<file path="config.mk">
export PLATFORM = sky130hd
export DESIGN_NAME = mlic_ctrl
export DESIGN_NICKNAME = d
export VERILOG_FILES = /design/src/rtl/mlic_pkg.sv /design/src/rtl/mlic_arb.sv /design/src/rtl/mlic_ctrl.sv
export SDC_FILE = /design/constraint.sdc
export NUM_CORES = 1
export LEC_CHECK = 0
export BUFFER_PORTS_ARGS = -buffer_cell sky130_fd_sc_hd__buf_2
export CORE_UTILIZATION = 55
export CTS_CLUSTER_SIZE = 16
export DETAILED_ROUTE_END_ITERATION = 10
export GPL_ROUTABILITY_DRIVEN = 0
export HOLD_SLACK_MARGIN = 0.06
export PLACE_DENSITY_LB_ADDON = 0.05
export SETUP_SLACK_MARGIN = 0.3
export SYNTH_ARGS = -nofsm -noshare
export SYNTH_HDL_FRONTEND = slang
export SYNTH_SLANG_ARGS = --single-unit
</file>
<file path="constraint.sdc">
create_clock -name sys_clk -period 14.6 [get_ports sys_clk]
set_clock_uncertainty 0.1 [all_clocks]
set_input_delay 0.73 -clock sys_clk [delete_from_list [all_inputs] [get_ports sys_clk]]
set_output_delay 0.73 -clock sys_clk [all_outputs]
set_load 0.02 [all_outputs]
</file>
<file path="src/rtl/mlic_pkg.sv">
// Package of the multilevel interrupt controller: vector bases, levels,
// widths and timing counts.
// Assumes a 20 MHz system clock and word-addressed program memory.
package mlic_pkg;

  localparam int NUM_SRC  = 16;
  localparam int SRC_W    = 4;
  localparam int VEC_W    = 16;
  localparam int OFS_W    = 4;

  // Levels
  localparam logic [1:0] LVL_OFF  = 2'h0;
  localparam logic [1:0] LVL_LOW  = 2'h1;
  localparam logic [1:0] LVL_MED  = 2'h2;
  localparam logic [1:0] LVL_HIGH = 2'h3;

  // Word addresses of the vector table
  localparam logic [VEC_W-1:0] RESET_VECTOR            = 16'h0000;
  localparam logic [VEC_W-1:0] OSCILLATOR_FAIL_VECTOR  = 16'h0002;
  localparam logic [VEC_W-1:0] PORT_C_IRQ_BASE         = 16'h0004;
  localparam logic [VEC_W-1:0] REALTIME_IRQ_BASE       = 16'h0014;
  localparam logic [VEC_W-1:0] TWOWIRE_C_IRQ_BASE      = 16'h0018;
  localparam logic [VEC_W-1:0] TIMER_C0_IRQ_BASE       = 16'h001C;
  localparam logic [VEC_W-1:0] TIMER_C1_IRQ_BASE       = 16'h0028;
  localparam logic [VEC_W-1:0] SERIAL_PERIPH_C_VECTOR  = 16'h0030;
  localparam logic [VEC_W-1:0] SERIAL_XCVR_C0_IRQ_BASE = 16'h0032;
  localparam logic [VEC_W-1:0] NONVOLATILE_IRQ_BASE    = 16'h0040;
  localparam logic [VEC_W-1:0] PORT_B_IRQ_BASE         = 16'h0044;
  localparam logic [VEC_W-1:0] PORT_E_IRQ_BASE         = 16'h0056;
  localparam logic [VEC_W-1:0] TWOWIRE_E_IRQ_BASE      = 16'h005A;
  localparam logic [VEC_W-1:0] TIMER_E0_IRQ_BASE       = 16'h005E;
  localparam logic [VEC_W-1:0] PORT_D_IRQ_BASE         = 16'h0080;
  localparam logic [VEC_W-1:0] PORT_A_IRQ_BASE         = 16'h0084;
  localparam logic [VEC_W-1:0] COMPARATOR_A_IRQ_BASE   = 16'h0088;
  localparam logic [VEC_W-1:0] CONVERTER_A_IRQ_BASE    = 16'h008E;
  localparam logic [VEC_W-1:0] TIMER_D0_IRQ_BASE       = 16'h009A;
  localparam logic [VEC_W-1:0] SERIAL_PERIPH_D_VECTOR  = 16'h00AE;
  localparam logic [VEC_W-1:0] SERIAL_XCVR_D0_IRQ_BASE = 16'h00B0;

  // Boot section start, word address (arbitrary default)
  localparam logic [VEC_W-1:0] BOOT_START = 16'h1000;

  // Wake-up halt
  localparam int WAKE_HALT_CYC = 4;
  localparam logic [2:0] WAKE_HALT_CNT = 3'(WAKE_HALT_CYC);

  // Source index to peripheral base (one base per source slot)
  function automatic logic [VEC_W-1:0] src_base(input logic [SRC_W-1:0] s);
    case (s)
      4'h0:    src_base = PORT_C_IRQ_BASE;
      4'h1:    src_base = REALTIME_IRQ_BASE;
      4'h2:    src_base = TWOWIRE_C_IRQ_BASE;
      4'h3:    src_base = TIMER_C0_IRQ_BASE;
      4'h4:    src_base = TIMER_C1_IRQ_BASE;
      4'h5:    src_base = SERIAL_PERIPH_C_VECTOR;
      4'h6:    src_base = SERIAL_XCVR_C0_IRQ_BASE;
      4'h7:    src_base = NONVOLATILE_IRQ_BASE;
      4'h8:    src_base = PORT_B_IRQ_BASE;
      4'h9:    src_base = PORT_E_IRQ_BASE;
      4'hA:    src_base = TWOWIRE_E_IRQ_BASE;
      4'hB:    src_base = TIMER_E0_IRQ_BASE;
      4'hC:    src_base = PORT_D_IRQ_BASE;
      4'hD:    src_base = PORT_A_IRQ_BASE;
      4'hE:    src_base = COMPARATOR_A_IRQ_BASE;
      default: src_base = SERIAL_XCVR_D0_IRQ_BASE;
    endcase
  endfunction

  typedef enum logic [1:0] {ST_RUN, ST_HALT} mlic_run_t;

endpackage

</file>
<file path="src/rtl/mlic_arb.sv">
// Priority picker for one level: fixed (lowest index) or round robin.
// Assumes request vectors from the same clock domain.
`timescale 1ns/1ps
module mlic_arb (
  input  wire logic                        sys_clk,
  input  wire logic                        reset_n,
  input  wire logic [mlic_pkg::NUM_SRC-1:0] req,
  input  wire logic                        rr_en,
  input  wire logic                        grant_take,
  output logic                             any,
  output logic [mlic_pkg::SRC_W-1:0]       pick
);

  logic [mlic_pkg::SRC_W-1:0] last_ff;
  logic [mlic_pkg::SRC_W-1:0] idx;
  logic                       found;

  // Fixed: lowest index wins; round robin starts after the last winner
  always_comb begin
    found = 1'b0;
    pick  = '0;
    for (int i = 0; i < mlic_pkg::NUM_SRC; i++) begin
      idx = rr_en ? mlic_pkg::SRC_W'(last_ff + 4'h1 + 4'(i)) : 4'(i);
      if (!found && req[idx]) begin
        found = 1'b1;
        pick  = idx;
      end
    end
    any = found;
  end

  always_ff @(posedge sys_clk or negedge reset_n) begin
    if (!reset_n) begin
      last_ff <= 4'hF;
    end else if (grant_take) begin
      last_ff <= pick;
    end
  end

endmodule // mlic_arb

</file>
<file path="src/rtl/mlic_ctrl.sv">
// Multilevel interrupt controller: levels, nesting, vectors, wake halt.
// Assumes request lines are level inputs from logic on sys_clk, held
// until acknowledged; the core pulses irq_ret on each return.
`timescale 1ns/1ps

// Overview of operation
// Three assignable levels, arbitrated by level
// Medium pre-empts a running low routine
// High pre-empts low and medium routines
// Low level fixed or round-robin selectable
// Oscillator fail is non-maskable, vector 0x002
// Each source has its own vector
// Vector is base plus interrupt offset
// Vectors are word addresses
// Option relocates table to boot start
// Reset 0x000, port C base 0x004
// Real-time 0x014, two-wire C 0x018
// Timer C0 0x01C, timer C1 0x028
// Serial periph C 0x030, transceiver C 0x032
// Nonvolatile 0x040, port B 0x044
// Port E 0x056, two-wire 0x05A, timer 0x05E
// Port D 0x080, port A 0x084, comparator 0x088
// Converter A 0x08E, timer D0 0x09A
// Serial periph D 0x0AE, transceiver D 0x0B0
// On wake, higher pending served first
// Core halted four cycles after wake
// Same or lower level waits for return
// Fixed low arbitration: lowest vector wins
module mlic_ctrl (
  input  wire logic                          sys_clk,
  input  wire logic                          reset_n,
  input  wire logic [mlic_pkg::NUM_SRC-1:0]  irq_req,
  input  wire logic [2*mlic_pkg::NUM_SRC-1:0] irq_level,
  input  wire logic [4*mlic_pkg::NUM_SRC-1:0] irq_offset,
  input  wire logic                          osc_fail,
  input  wire logic                          low_en,
  input  wire logic                          med_en,
  input  wire logic                          high_en,
  input  wire logic                          rr_en,
  input  wire logic                          vec_boot,
  input  wire logic                          sleeping,
  input  wire logic                          irq_ack,
  input  wire logic                          irq_ret,
  output logic                               irq_valid,
  output logic [mlic_pkg::VEC_W-1:0]         irq_vector,
  output logic [mlic_pkg::SRC_W-1:0]         irq_src,
  output logic                               irq_nmi,
  output logic [3:0]                         active_levels,
  output logic                               cpu_halt
);

  // ****************************************************************
  // Request sorting by level
  // ****************************************************************
  logic [mlic_pkg::NUM_SRC-1:0] req_low;
  logic [mlic_pkg::NUM_SRC-1:0] req_med;
  logic [mlic_pkg::NUM_SRC-1:0] req_high;

  genvar g;
  generate
    for (g = 0; g < mlic_pkg::NUM_SRC; g++) begin : g_sort
      // Level field per source chooses its arbiter
      assign req_low[g]  = irq_req[g] && low_en &&
                           irq_level[2*g +: 2] == mlic_pkg::LVL_LOW;
      assign req_med[g]  = irq_req[g] && med_en &&
                           irq_level[2*g +: 2] == mlic_pkg::LVL_MED;
      assign req_high[g] = irq_req[g] && high_en &&
                           irq_level[2*g +: 2] == mlic_pkg::LVL_HIGH;
    end
  endgenerate

  logic                       any_low;
  logic                       any_med;
  logic                       any_high;
  logic [mlic_pkg::SRC_W-1:0] pick_low;
  logic [mlic_pkg::SRC_W-1:0] pick_med;
  logic [mlic_pkg::SRC_W-1:0] pick_high;
  logic                       take_low;

  // Lower index maps to lower base address, so fixed order = lowest vector
  mlic_arb u_arb_low (
    .sys_clk    (sys_clk),
    .reset_n    (reset_n),
    .req        (req_low),
    .rr_en      (rr_en),
    .grant_take (take_low),
    .any        (any_low),
    .pick       (pick_low)
  );

  mlic_arb u_arb_med (
    .sys_clk    (sys_clk),
    .reset_n    (reset_n),
    .req        (req_med),
    .rr_en      (1'b0),
    .grant_take (1'b0),
    .any        (any_med),
    .pick       (pick_med)
  );

  mlic_arb u_arb_high (
    .sys_clk    (sys_clk),
    .reset_n    (reset_n),
    .req        (req_high),
    .rr_en      (1'b0),
    .grant_take (1'b0),
    .any        (any_high),
    .pick       (pick_high)
  );

  // ****************************************************************
  // Nesting state: bit 0 low, 1 medium, 2 high, 3 non-maskable
  // ****************************************************************
  logic [3:0] active_ff;
  logic       nmi_pend_ff;
  logic       nmi_seen_ff;

  // Highest level currently being served decides who may pre-empt
  logic can_high;
  logic can_med;
  logic can_low;
  assign can_high = ~|active_ff[3:2];
  assign can_med  = ~|active_ff[3:1];
  assign can_low  = ~|active_ff[3:0];

  logic       nxt_valid;
  logic       nxt_nmi;
  logic [1:0] nxt_lvl;
  logic [mlic_pkg::SRC_W-1:0] nxt_src;

  // Higher levels checked first, so wake-up serves them in order
  always_comb begin
    nxt_valid = 1'b0;
    nxt_nmi   = 1'b0;
    nxt_lvl   = mlic_pkg::LVL_OFF;
    nxt_src   = '0;
    if (nmi_pend_ff && !active_ff[3]) begin
      nxt_valid = 1'b1;
      nxt_nmi   = 1'b1;
    end else if (any_high && can_high) begin
      nxt_valid = 1'b1;
      nxt_lvl   = mlic_pkg::LVL_HIGH;
      nxt_src   = pick_high;
    end else if (any_med && can_med) begin
      nxt_valid = 1'b1;
      nxt_lvl   = mlic_pkg::LVL_MED;
      nxt_src   = pick_med;
    end else if (any_low && can_low) begin
      nxt_valid = 1'b1;
      nxt_lvl   = mlic_pkg::LVL_LOW;
      nxt_src   = pick_low;
    end
  end

  // ****************************************************************
  // Vector forming
  // ****************************************************************
  function automatic logic [mlic_pkg::VEC_W-1:0] form_vec(
    input logic                       nmi,
    input logic [mlic_pkg::SRC_W-1:0] src,
    input logic [mlic_pkg::OFS_W-1:0] ofs,
    input logic                       boot
  );
    logic [mlic_pkg::VEC_W-1:0] v;
    if (nmi) begin
      v = mlic_pkg::OSCILLATOR_FAIL_VECTOR;
    end else if (mlic_pkg::src_base(src) ==
                 mlic_pkg::SERIAL_PERIPH_C_VECTOR) begin
      // Single vector: an offset would alias the next base
      v = mlic_pkg::SERIAL_PERIPH_C_VECTOR;
    end else begin
      // Word units: the core loads this straight into the PC
      v = mlic_pkg::src_base(src) +
          mlic_pkg::VEC_W'(ofs);
    end
    if (boot) begin
      v = mlic_pkg::VEC_W'(v + mlic_pkg::BOOT_START);
    end
    form_vec = v;
  endfunction

  logic [mlic_pkg::OFS_W-1:0] sel_ofs;
  assign sel_ofs = irq_offset[4*nxt_src +: 4];

  // ****************************************************************
  // Wake-up halt and run state
  // ****************************************************************
  mlic_pkg::mlic_run_t run_ff;
  logic [2:0]          halt_cnt_ff;
  logic                sleep_d_ff;
  logic                wake;

  assign wake = sleep_d_ff && !sleeping;

  always_ff @(posedge sys_clk or negedge reset_n) begin
    if (!reset_n) begin
      sleep_d_ff <= 1'b0;
    end else begin
      sleep_d_ff <= sleeping;
    end
  end

  always_ff @(posedge sys_clk or negedge reset_n) begin
    if (!reset_n) begin
      run_ff      <= mlic_pkg::ST_RUN;
      halt_cnt_ff <= '0;
    end else begin
      case (run_ff)
        mlic_pkg::ST_RUN: begin
          if (wake) begin
            run_ff      <= mlic_pkg::ST_HALT;
            halt_cnt_ff <= mlic_pkg::WAKE_HALT_CNT;
          end
        end
        mlic_pkg::ST_HALT: begin
          halt_cnt_ff <= halt_cnt_ff - 3'h1;
          if (halt_cnt_ff == 3'h1) begin
            run_ff <= mlic_pkg::ST_RUN;
          end
        end
        default: run_ff <= mlic_pkg::ST_RUN;
      endcase
    end
  end

  assign cpu_halt = (run_ff == mlic_pkg::ST_HALT);

  // ****************************************************************
  // Offer and acknowledge
  // ****************************************************************
  logic take;
  // Offer held while halted; vector registered below
  assign irq_valid = nxt_valid && !cpu_halt && !sleeping;
  assign take      = irq_valid && irq_ack;
  assign take_low  = take && !nxt_nmi && nxt_lvl == mlic_pkg::LVL_LOW;

  always_ff @(posedge sys_clk or negedge reset_n) begin
    if (!reset_n) begin
      irq_vector <= mlic_pkg::RESET_VECTOR;
      irq_src    <= '0;
      irq_nmi    <= 1'b0;
    end else begin
      irq_vector <= form_vec(nxt_nmi, nxt_src, sel_ofs, vec_boot);
      irq_src    <= nxt_src;
      irq_nmi    <= nxt_nmi;
    end
  end

  // Oscillator failure edge: set wins over a same-cycle take
  always_ff @(posedge sys_clk or negedge reset_n) begin
    if (!reset_n) begin
      nmi_seen_ff <= 1'b0;
      nmi_pend_ff <= 1'b0;
    end else begin
      nmi_seen_ff <= osc_fail;
      if (osc_fail && !nmi_seen_ff) begin
        nmi_pend_ff <= 1'b1;
      end else if (take && nxt_nmi) begin
        nmi_pend_ff <= 1'b0;
      end
    end
  end

  // Entry sets the level bit; return clears the highest set bit
  always_ff @(posedge sys_clk or negedge reset_n) begin
    if (!reset_n) begin
      active_ff <= 4'h0;
    end else if (take) begin
      if (nxt_nmi) begin
        active_ff[3] <= 1'b1;
      end else begin
        active_ff[nxt_lvl - 2'h1] <= 1'b1;
      end
    end else if (irq_ret) begin
      if (active_ff[3]) begin
        active_ff[3] <= 1'b0;
      end else if (active_ff[2]) begin
        active_ff[2] <= 1'b0;
      end else if (active_ff[1]) begin
        active_ff[1] <= 1'b0;
      end else begin
        active_ff[0] <= 1'b0;
      end
    end
  end

  assign active_levels = active_ff;

  // ****************************************************************
  // Checks
  // ****************************************************************
  wake_halt_len_a: assert property (
    @(posedge sys_clk) disable iff (!reset_n)
    (wake && run_ff == mlic_pkg::ST_RUN) |=> cpu_halt [*4] ##1 !cpu_halt)
    else $error("halt after wake is not four cycles");

  nmi_vector_a: assert property (
    @(posedge sys_clk) disable iff (!reset_n)
    (nxt_nmi && !vec_boot) |=> irq_vector == 16'h0002)
    else $error("non-maskable vector wrong");

  low_blocked_a: assert property (
    @(posedge sys_clk) disable iff (!reset_n)
    active_ff[0] |-> !(irq_valid && nxt_lvl == mlic_pkg::LVL_LOW))
    else $error("low offered while low active");

  med_preempt_a: assert property (
    @(posedge sys_clk) disable iff (!reset_n)
    (active_ff == 4'h1 && any_med && !any_high && !nmi_pend_ff &&
     !cpu_halt && !sleeping) |-> irq_valid && nxt_lvl == mlic_pkg::LVL_MED)
    else $error("medium did not pre-empt low");

  high_preempt_a: assert property (
    @(posedge sys_clk) disable iff (!reset_n)
    (active_ff[3:2] == 2'h0 && any_high && !nmi_pend_ff &&
     !cpu_halt && !sleeping) |-> irq_valid && nxt_lvl == mlic_pkg::LVL_HIGH)
    else $error("high did not pre-empt");

  level_order_a: assert property (
    @(posedge sys_clk) disable iff (!reset_n)
    (irq_valid && any_high && can_high && !nmi_pend_ff) |->
      nxt_lvl == mlic_pkg::LVL_HIGH)
    else $error("lower level served before higher");

  nest_entry_a: assert property (
    @(posedge sys_clk) disable iff (!reset_n)
    (take && !nxt_nmi && nxt_lvl == mlic_pkg::LVL_MED) |=> active_ff[1])
    else $error("medium entry not recorded");

  nmi_sticky_a: assert property (
    @(posedge sys_clk) disable iff (!reset_n)
    (osc_fail && !nmi_seen_ff) |=> nmi_pend_ff)
    else $error("oscillator fail lost");

endmodule // mlic_ctrl

</file>
Yosys cells after proc, flatten, opt, wreduce, memory -nomap -nowiden
Memory sizes are Yosys's and may differ from the RTL's.
Index checks and enable logic that the tools add are counted.
{ "classes": {"add_sub_neg": 20, "n_lt_le_gt_ge": 18, "n_eq_ne": 58, "n_shift": 1, "n_mux": 177, "bitwise_logic": 1, "n_reduce_logical": 219} }
{ "op_table": {"columns": ["cell", "count"], "rows": [
  ["2-to-1 mux 4 bit", 54],
  ["logical AND 1 bit", 154],
  ["2-to-1 mux 16 bit", 6],
  ["less-than comparator 4 x 5 -> 1 bit, second input constant", 16],
  ["2-to-1 mux 1 bit", 77],
  ["binary-select mux 1 bit (select 4 bit)", 16],
  ["== test 2 bit, second input constant", 32],
  ["indexed part select 64 x 7 -> 4 bit", 1],
  ["logical NOT 1 bit", 53],
  ["== test 2 x 1 -> 1 bit, second input constant", 18],
  ["2-to-1 mux 3 bit", 11],
  ["adder 4 bit, second input constant", 8],
  ["2-to-1 mux 2 bit", 10],
  ["adder 16 x 13 -> 16 bit, second input constant", 1],
  ["adder 16 x 4 -> 16 bit", 1],
  ["adder 4 x 3 -> 4 bit, second input constant", 4],
  ["== test 16 x 6 -> 1 bit, second input constant", 1],
  ["adder 4 x 1 -> 4 bit, second input constant", 2],
  ["adder 4 x 2 -> 4 bit, second input constant", 2],
  ["inequality test 2 x 1 -> 1 bit, second input constant", 4],
  ["case mux 3 bit (2 select lines)", 1],
  ["nonzero test 2 bit", 3],
  ["AND reduction 5 bit", 1],
  ["inequality test 2 bit, second input constant", 2],
  ["other kinds (15)", 16]
]} }
{ "word_totals": {"regBits": 37, "mem_bits_ro": 224, "input_bits": 123, "output_inout_bits": 27, "word_cells": 509, "memories": 2} }
{ "mem_list": {"columns": ["name", "words", "width", "read_ports", "rd_clocked_by_memory_dff", "wr", "line", "rtl"], "rows": [
  ["(name not given)", 16, 7, 1, 0, 0, "mlic_pkg.sv:49", "case (s)"],
  ["(name not given)", 16, 7, 1, 0, 0, "mlic_pkg.sv:49", null]
]} }

Longest topological paths before layout
An unclocked memory read counts as a cell.
{ "logic_depth": {"depth_word": 65, "ltp_mapped": 28, "depth_no_buf": 25} }

By module
From an unflattened synthesis, not the netlist that was laid out.
{ "hier_totals": {"hier_cells": 1539, "area_unflattened_um2": 11408.4} }
{ "by_module_without_submodules": {"columns": ["mod", "n_inst", "cells_each", "area_each_um2", "seq_area_each_um2"], "rows": [
  ["mlic_arb", 3, 398, 2884.0, 105.1],
  ["mlic_ctrl", 1, 345, 2756.4, 650.6]
]} }

Worst setup path after synthesis
Ideal clock, no wire load.
{ "synth_path": {"kind": "flip-flop to flip-flop", "startpoint": "register u_arb_low.last_ff[0] (netlist bit)", "endpoint": "register irq_vector[5] (netlist bit)", "setup_time_ns": 0.121, "t_arrival_ns": 6.257, "t_required_ns": 14.379, "setup_slack_ns": 8.122, "stages_incl_launch_ff": 28, "n_path_buf": 4, "period_less_slack_ns": 6.478, "cell_sequence": "dfstp_2 > inv_1 > ha_1 > buf_2 > xnor2_4 > nor2_2 > buf_6 > mux4_2 > mux2_2 > mux2_4 > or4b_4 > a2111oi_1 > a211oi_1 > o22ai_1 > o211a_1 > buf_4 > buf_4 > mux2i_1 > mux2i_1 > mux2i_1 > ha_1 > fa_1 > a21oi_1 > nor2b_1 > xnor2_1 > or3_1 > a31oi_1 > nor2_1"} }
{ "synth_via": {"elab_chain_cells": 63, "elab_cells_between_ends": 143, "cone_classes": "add/sub (18); eq/ne (1); shift (1); mux (90); reduce/logical (31); memory (2)"} }
{ "synth_lines": {"columns": ["element", "line", "rtl"], "rows": [
  ["from (decl)", "mlic_arb.sv:14", "logic [mlic_pkg::SRC_W-1:0] last_ff;"],
  ["from (signal assigned)", "mlic_arb.sv:36", "last_ff <= pick;"],
  ["adder 4 x 1 -> 4 bit *", "mlic_arb.sv:23", "idx = rr_en ? mlic_pkg::SRC_W'(last_ff + 4'h1 + 4'(i)) : 4'(i);"],
  ["parallel branches: the longest is 50 deep, another holds adder 4 x 1 -> 4 bit", null, null],
  ["2-to-1 mux 4 bit *", "mlic_ctrl.sv:148", "end else if (any_low && can_low) begin"],
  ["2-to-1 mux 4 bit *", "mlic_ctrl.sv:144", "end else if (any_med && can_med) begin"],
  ["2-to-1 mux 4 bit *", "mlic_ctrl.sv:140", "end else if (any_high && can_high) begin"],
  ["2-to-1 mux 4 bit *", "mlic_ctrl.sv:137", "if (nmi_pend_ff && !active_ff[3]) begin"],
  ["via nxt_src (one bit)", "mlic_ctrl.sv:129", "logic [mlic_pkg::SRC_W-1:0] nxt_src;"],
  ["memory (16 x 7 bit)", null, null],
  ["2-to-1 mux 16 bit", "mlic_ctrl.sv:167", "end else if (mlic_pkg::src_base(src) =="],
  ["2-to-1 mux 16 bit", "mlic_ctrl.sv:165", "if (nmi) begin"],
  ["adder 16 x 4 -> 16 bit", "mlic_ctrl.sv:173", "v = mlic_pkg::src_base(src) +"],
  ["2-to-1 mux 16 bit *", "mlic_ctrl.sv:167", null],
  ["2-to-1 mux 16 bit *", "mlic_ctrl.sv:165", null],
  ["adder 16 x 13 -> 16 bit", "mlic_ctrl.sv:177", "v = mlic_pkg::VEC_W'(v + mlic_pkg::BOOT_START);"],
  ["2-to-1 mux 16 bit *", "mlic_ctrl.sv:176", "if (boot) begin"],
  ["to (signal assigned)", "mlic_ctrl.sv:239", "irq_vector <= mlic_pkg::RESET_VECTOR;"],
  ["to (signal assigned)", "mlic_ctrl.sv:243", "irq_vector <= form_vec(nxt_nmi, nxt_src, sel_ofs, vec_boot);"],
  ["to (decl)", "mlic_ctrl.sv:45", "output logic [mlic_pkg::VEC_W-1:0] irq_vector,"]
]} }
Mark *: on every way through the listed nets, which the timed path passes. The select of a mux whose other input is x is not followed.
A chain may end at the register's enable or synchronous reset.

Worst setup path after layout
{ "layout_path": {"startpoint": "register u_arb_low.last_ff[0] (netlist bit)", "endpoint": "register irq_vector[5] (netlist bit)"} }
{ "layout_via": {"elab_chain_cells": 63, "elab_cells_between_ends": 143, "cone_classes": "add/sub (18); eq/ne (1); shift (1); mux (90); reduce/logical (31); memory (2)"} }
{ "layout_lines": {"columns": ["element", "line"], "rows": [
  ["adder 4 x 1 -> 4 bit *", "mlic_arb.sv:23"],
  ["parallel branches: the longest is 50 deep, another holds adder 4 x 1 -> 4 bit", null],
  ["2-to-1 mux 4 bit *", "mlic_ctrl.sv:148"],
  ["2-to-1 mux 4 bit *", "mlic_ctrl.sv:144"],
  ["2-to-1 mux 4 bit *", "mlic_ctrl.sv:140"],
  ["2-to-1 mux 4 bit *", "mlic_ctrl.sv:137"],
  ["memory (16 x 7 bit)", null],
  ["2-to-1 mux 16 bit", "mlic_ctrl.sv:167"],
  ["2-to-1 mux 16 bit", "mlic_ctrl.sv:165"],
  ["adder 16 x 4 -> 16 bit", "mlic_ctrl.sv:173"],
  ["2-to-1 mux 16 bit *", "mlic_ctrl.sv:167"],
  ["2-to-1 mux 16 bit *", "mlic_ctrl.sv:165"],
  ["adder 16 x 13 -> 16 bit", "mlic_ctrl.sv:177"],
  ["2-to-1 mux 16 bit *", "mlic_ctrl.sv:176"]
]} }
Every way passes the cells marked *. The select of a mux whose other input is x is not followed.

==> out/qor.yml <==
outcome: "completed"
core_um2: 10300
final.min_clock_period_ns: 8.25
max_cap_viol_count: 0
die_x_um: 105
buffers_inserted_by_post_cts_timing_repair: 0
critical_path.cell_chain: "inv_1, ha_1, xnor2_4, nor2_2, mux4_2, mux2_2, mux2_4, nor4b_4, nand3_2, o2111ai_1, or2_2, o211a_1, inv_1, ha_1, a21oi_1, a21oi_1, fa_1, a21oi_1, nor2b_1, xnor2_1, or3_1, a31oi_1, nor2_1"
drt_first_iter_violations: 844
postSynthCellCount: 734
endpoint_kind: "register"
synth_enable_flop_cells: 0
clockBufferDepth: 2
p_int_uw: 533
cts_hold_buffers: 0
timing.hold.worst.class: "reg2reg"
synth_top_area_share: 0.142
synth_area_leaders: "sky130_fd_sc_hd__mux2i_1 (14%), sky130_fd_sc_hd__dfrtp_1 (11%), sky130_fd_sc_hd__mux4_2 (5.0%)"
cell_with_the_most_instances_after_synthesis: "sky130_fd_sc_hd__mux2i_1"
netSwitchingPower_uw: 680
boundaryPins: 150
synthXorXnorAreaFrac: 0.0386
detail_route.wl_per_cell_um: 20.7
cp.arrival_ns: 8.32
num_rows: 37
synth_top_family_by_area: "simple AND/OR/NAND/NOR gates"
port_buffers: 143
cts_tree: "yes"
cellPowerDensity_nw_per_um2: 184
start_util: 0.566
n_antenna_cell: 0
start_kind: "register"
die_area_um2: 11000
vias: 6821
ys_seq_elements: 30
mappedNetlistArea_um2: 5840
clock.fmax_mhz: 121
synthFlopType: "sky130_fd_sc_hd__dfrtp_1"
grt_pass1_vias: 6274
drtPass1Iterations: 8
grt_start_max_net_pins: 36
postPlaceCellArea_um2: 6520
grt_first_pass_wirelength_um: 32300
syn2layout_area_growth_pct: 13.1
yosysUniqueCellTypes: 89
grtUsageTotal: 0.367
hpwl_um: 16500
synth_compound_area_frac: 0.222
drt.antenna.violating_nets: 0
insertion_delay_to_the_later_sink_of_the_worst_skew_pair_ns: 0.30
number_of_buffers_added_by_the_clock_tree_synthesis_step: 5
tritoncts_num_sinks: 30
cts_htree_levels: 2
worstSetupPathType: "reg2reg"
async_flop_share: 1.00
rsz0062_at_grt: "no"
vdd_drop_max_v: 0.0000932
finalHoldViolations: 0
worst-slew-pin-transition_ns: 1.01
synth_top_cell_by_area: "sky130_fd_sc_hd__mux2i_1"
design_area_um2: 6610
leakage_uw: 0.00303
number_of_antenna_violations_at_the_first_check_in_global_routing: 0
yosys-mux-area-fraction: 0.215
crit_path_max_fanout: 22
finalSetupViolations: 0
cts_root_buf: "sky130_fd_sc_hd__clkbuf_8"
die-height_um: 105
sequentialPowerShare: 0.113
worst_stage_delay_on_the_critical_path_ns: 0.74
worst-r2r-setup-slack_ns: 6.35
totalNegativeSetupSlack_ns: 0
timing.final.crit_share: 0.565
slew_violations: 0
postRouteWirelength_um: 20500
grt_overflow: 0
clk_transition_reported_paths_ns: 0.08
routed_via_density: 6.90
ys_warn_count: 0
num-nets-final: 989
drcViolationCount: 0
cts_resized: 0
comb_power_share: 0.827
worst_slew_margin_rel: 0.319
p_sw_frac: 0.560
crit_top_cell: "sky130_fd_sc_hd__a21oi_1"
drive_gt1_frac: 0.241
cpMaxStageDelayCell: "sky130_fd_sc_hd__dfstp_2"
endpoint_required_time_on_the_critical_path_ns: 14.67
seq_area_frac_synth: 0.129
synth.avg_cell_area_um2: 7.96
synthAdderAreaFrac: 0.0334
power.clock.fraction: 0.060
yosys.area_share.simple: 0.307
synth.cells.most_frequent: "sky130_fd_sc_hd__mux2i_1 (83), sky130_fd_sc_hd__nand2_1 (71), sky130_fd_sc_hd__nor2_1 (68), sky130_fd_sc_hd__a21oi_1 (35), sky130_fd_sc_hd__o21ai_0 (35)"
## power groups by stage
stage | Sequential [uW] | Clock (uW) | Combinational, uW
after detailed placement | 137 | 0 | 964
after CTS | 136 | 73.0 | 972
after floorplan | 135 | 0 | 764
final | 137 | 72.4 | 1000
after global routing | 139 | 75.7 | 1070
after global placement | 136 | 0 | 951
## layout make-up
cell class | instances | area [um2]
timing repair buffer | 144 | 723
fill | 910 | 3720
clock buffer | 7 | 86.3
clock inverter | 1 | 5.00
multi-input combinational | 650 | 4790
inverter | 20 | 75.1
tap | 136 | 170
sequential | 30 | 756
## worst max-delay path, delay by kind of cell, from the launching register on
family / cells / cell delay, ns
DFF: 1 / 0.74
buffers and inverters: 2 / 0.43
adders and majority gates: 3 / 1.39
AOI/OAI and AO/OA: 6 / 1.76
muxes: 3 / 1.30
and+or+nand+nor: 7 / 2.12
xor gates and xnor gates: 2 / 0.26
## layout by cell type (no fill, tap or decap), types with 6 or more instances in the layout
| cell | n |
|---|---|
| sky130_fd_sc_hd__o22ai_1 | 9 |
| sky130_fd_sc_hd__a211oi_1 | 7 |
| sky130_fd_sc_hd__nand4b_1 | 25 |
| sky130_fd_sc_hd__buf_2 | 143 |
| sky130_fd_sc_hd__mux4_2 | 13 |
| sky130_fd_sc_hd__nand4_1 | 16 |
| sky130_fd_sc_hd__xnor2_1 | 8 |
| sky130_fd_sc_hd__mux2_2 | 9 |
| sky130_fd_sc_hd__dfrtp_1 | 26 |
| sky130_fd_sc_hd__or2_2 | 6 |
| sky130_fd_sc_hd__nor3_1 | 11 |
| sky130_fd_sc_hd__conb_1 | 7 |
| sky130_fd_sc_hd__o211ai_1 | 13 |
| sky130_fd_sc_hd__clkbuf_8 | 6 |
| sky130_fd_sc_hd__a21oi_1 | 35 |
| sky130_fd_sc_hd__a21o_1 | 6 |
| sky130_fd_sc_hd__and3_1 | 12 |
| sky130_fd_sc_hd__inv_1 | 16 |
| sky130_fd_sc_hd__nand2b_1 | 10 |
| sky130_fd_sc_hd__o21ai_0 | 35 |
| sky130_fd_sc_hd__nand2_1 | 71 |
| sky130_fd_sc_hd__and2_1 | 7 |
| sky130_fd_sc_hd__nand3_1 | 25 |
| sky130_fd_sc_hd__a31oi_1 | 14 |
| sky130_fd_sc_hd__mux2i_1 | 83 |
| sky130_fd_sc_hd__ha_1 | 14 |
| sky130_fd_sc_hd__nor4_1 | 11 |
| sky130_fd_sc_hd__and4b_1 | 19 |
| sky130_fd_sc_hd__nor2_1 | 68 |
## per-stage QoR
step	util	power, uW	setup WS (ns)	instances	hold slack [ns]
floorplan	-	899	8.12	740	0.300
global placement	0.631	1090	6.82	980	0.315
detailed placement	0.631	1100	6.50	980	0.334
CTS	0.640	1180	6.42	988	0.336
global route	0.640	1290	5.77	988	0.350
finish	0.640	1210	6.35	988	0.330
## sequential cells by signal, summed over array words and instances, names as in the netlist
name	flops
u_arb_low.last_ff	4
irq_src	4
run_ff	1
irq_nmi	1
nmi_pend_ff	1
nmi_seen_ff	1
halt_cnt_ff	3
sleep_d_ff	1
irq_vector	10
active_levels	4
## kinds of logic after synthesis
| group | count (synthesis) |
|---|---|
| DFF | 30 |
| muxes | 107 |
| other | 1 |
| xor gates and xnor gates | 17 |
| and+or+nand+nor | 314 |
| adders and majority gates | 15 |
| buffers and inverters | 60 |
| AOI/OAI and AO/OA | 190 |
## worst paths after layout
path / from / end / cells past startpoint
max in group asynchronous: reset_n / irq_src[0] / 1
min: nmi_seen_ff / nmi_pend_ff / 1
min reg2reg: nmi_seen_ff / nmi_pend_ff / 1
max reg2reg: u_arb_low.last_ff[0] / irq_vector[5] / 23
max: u_arb_low.last_ff[0] / irq_vector[5] / 23
min in group asynchronous: reset_n / halt_cnt_ff[2] / 1
## metal layers
metal | share of wire | track usage | vias up
li1 | - | - | 3095
met1 | 0.39 | 0.464 | 3136
met2 | 0.47 | 0.625 | 505
met3 | 0.11 | 0.0580 | 85
met4 | 0.034 | 0.140 | 0
met5 | 0 | 0 | -
(Power assumes the default switching activity.)
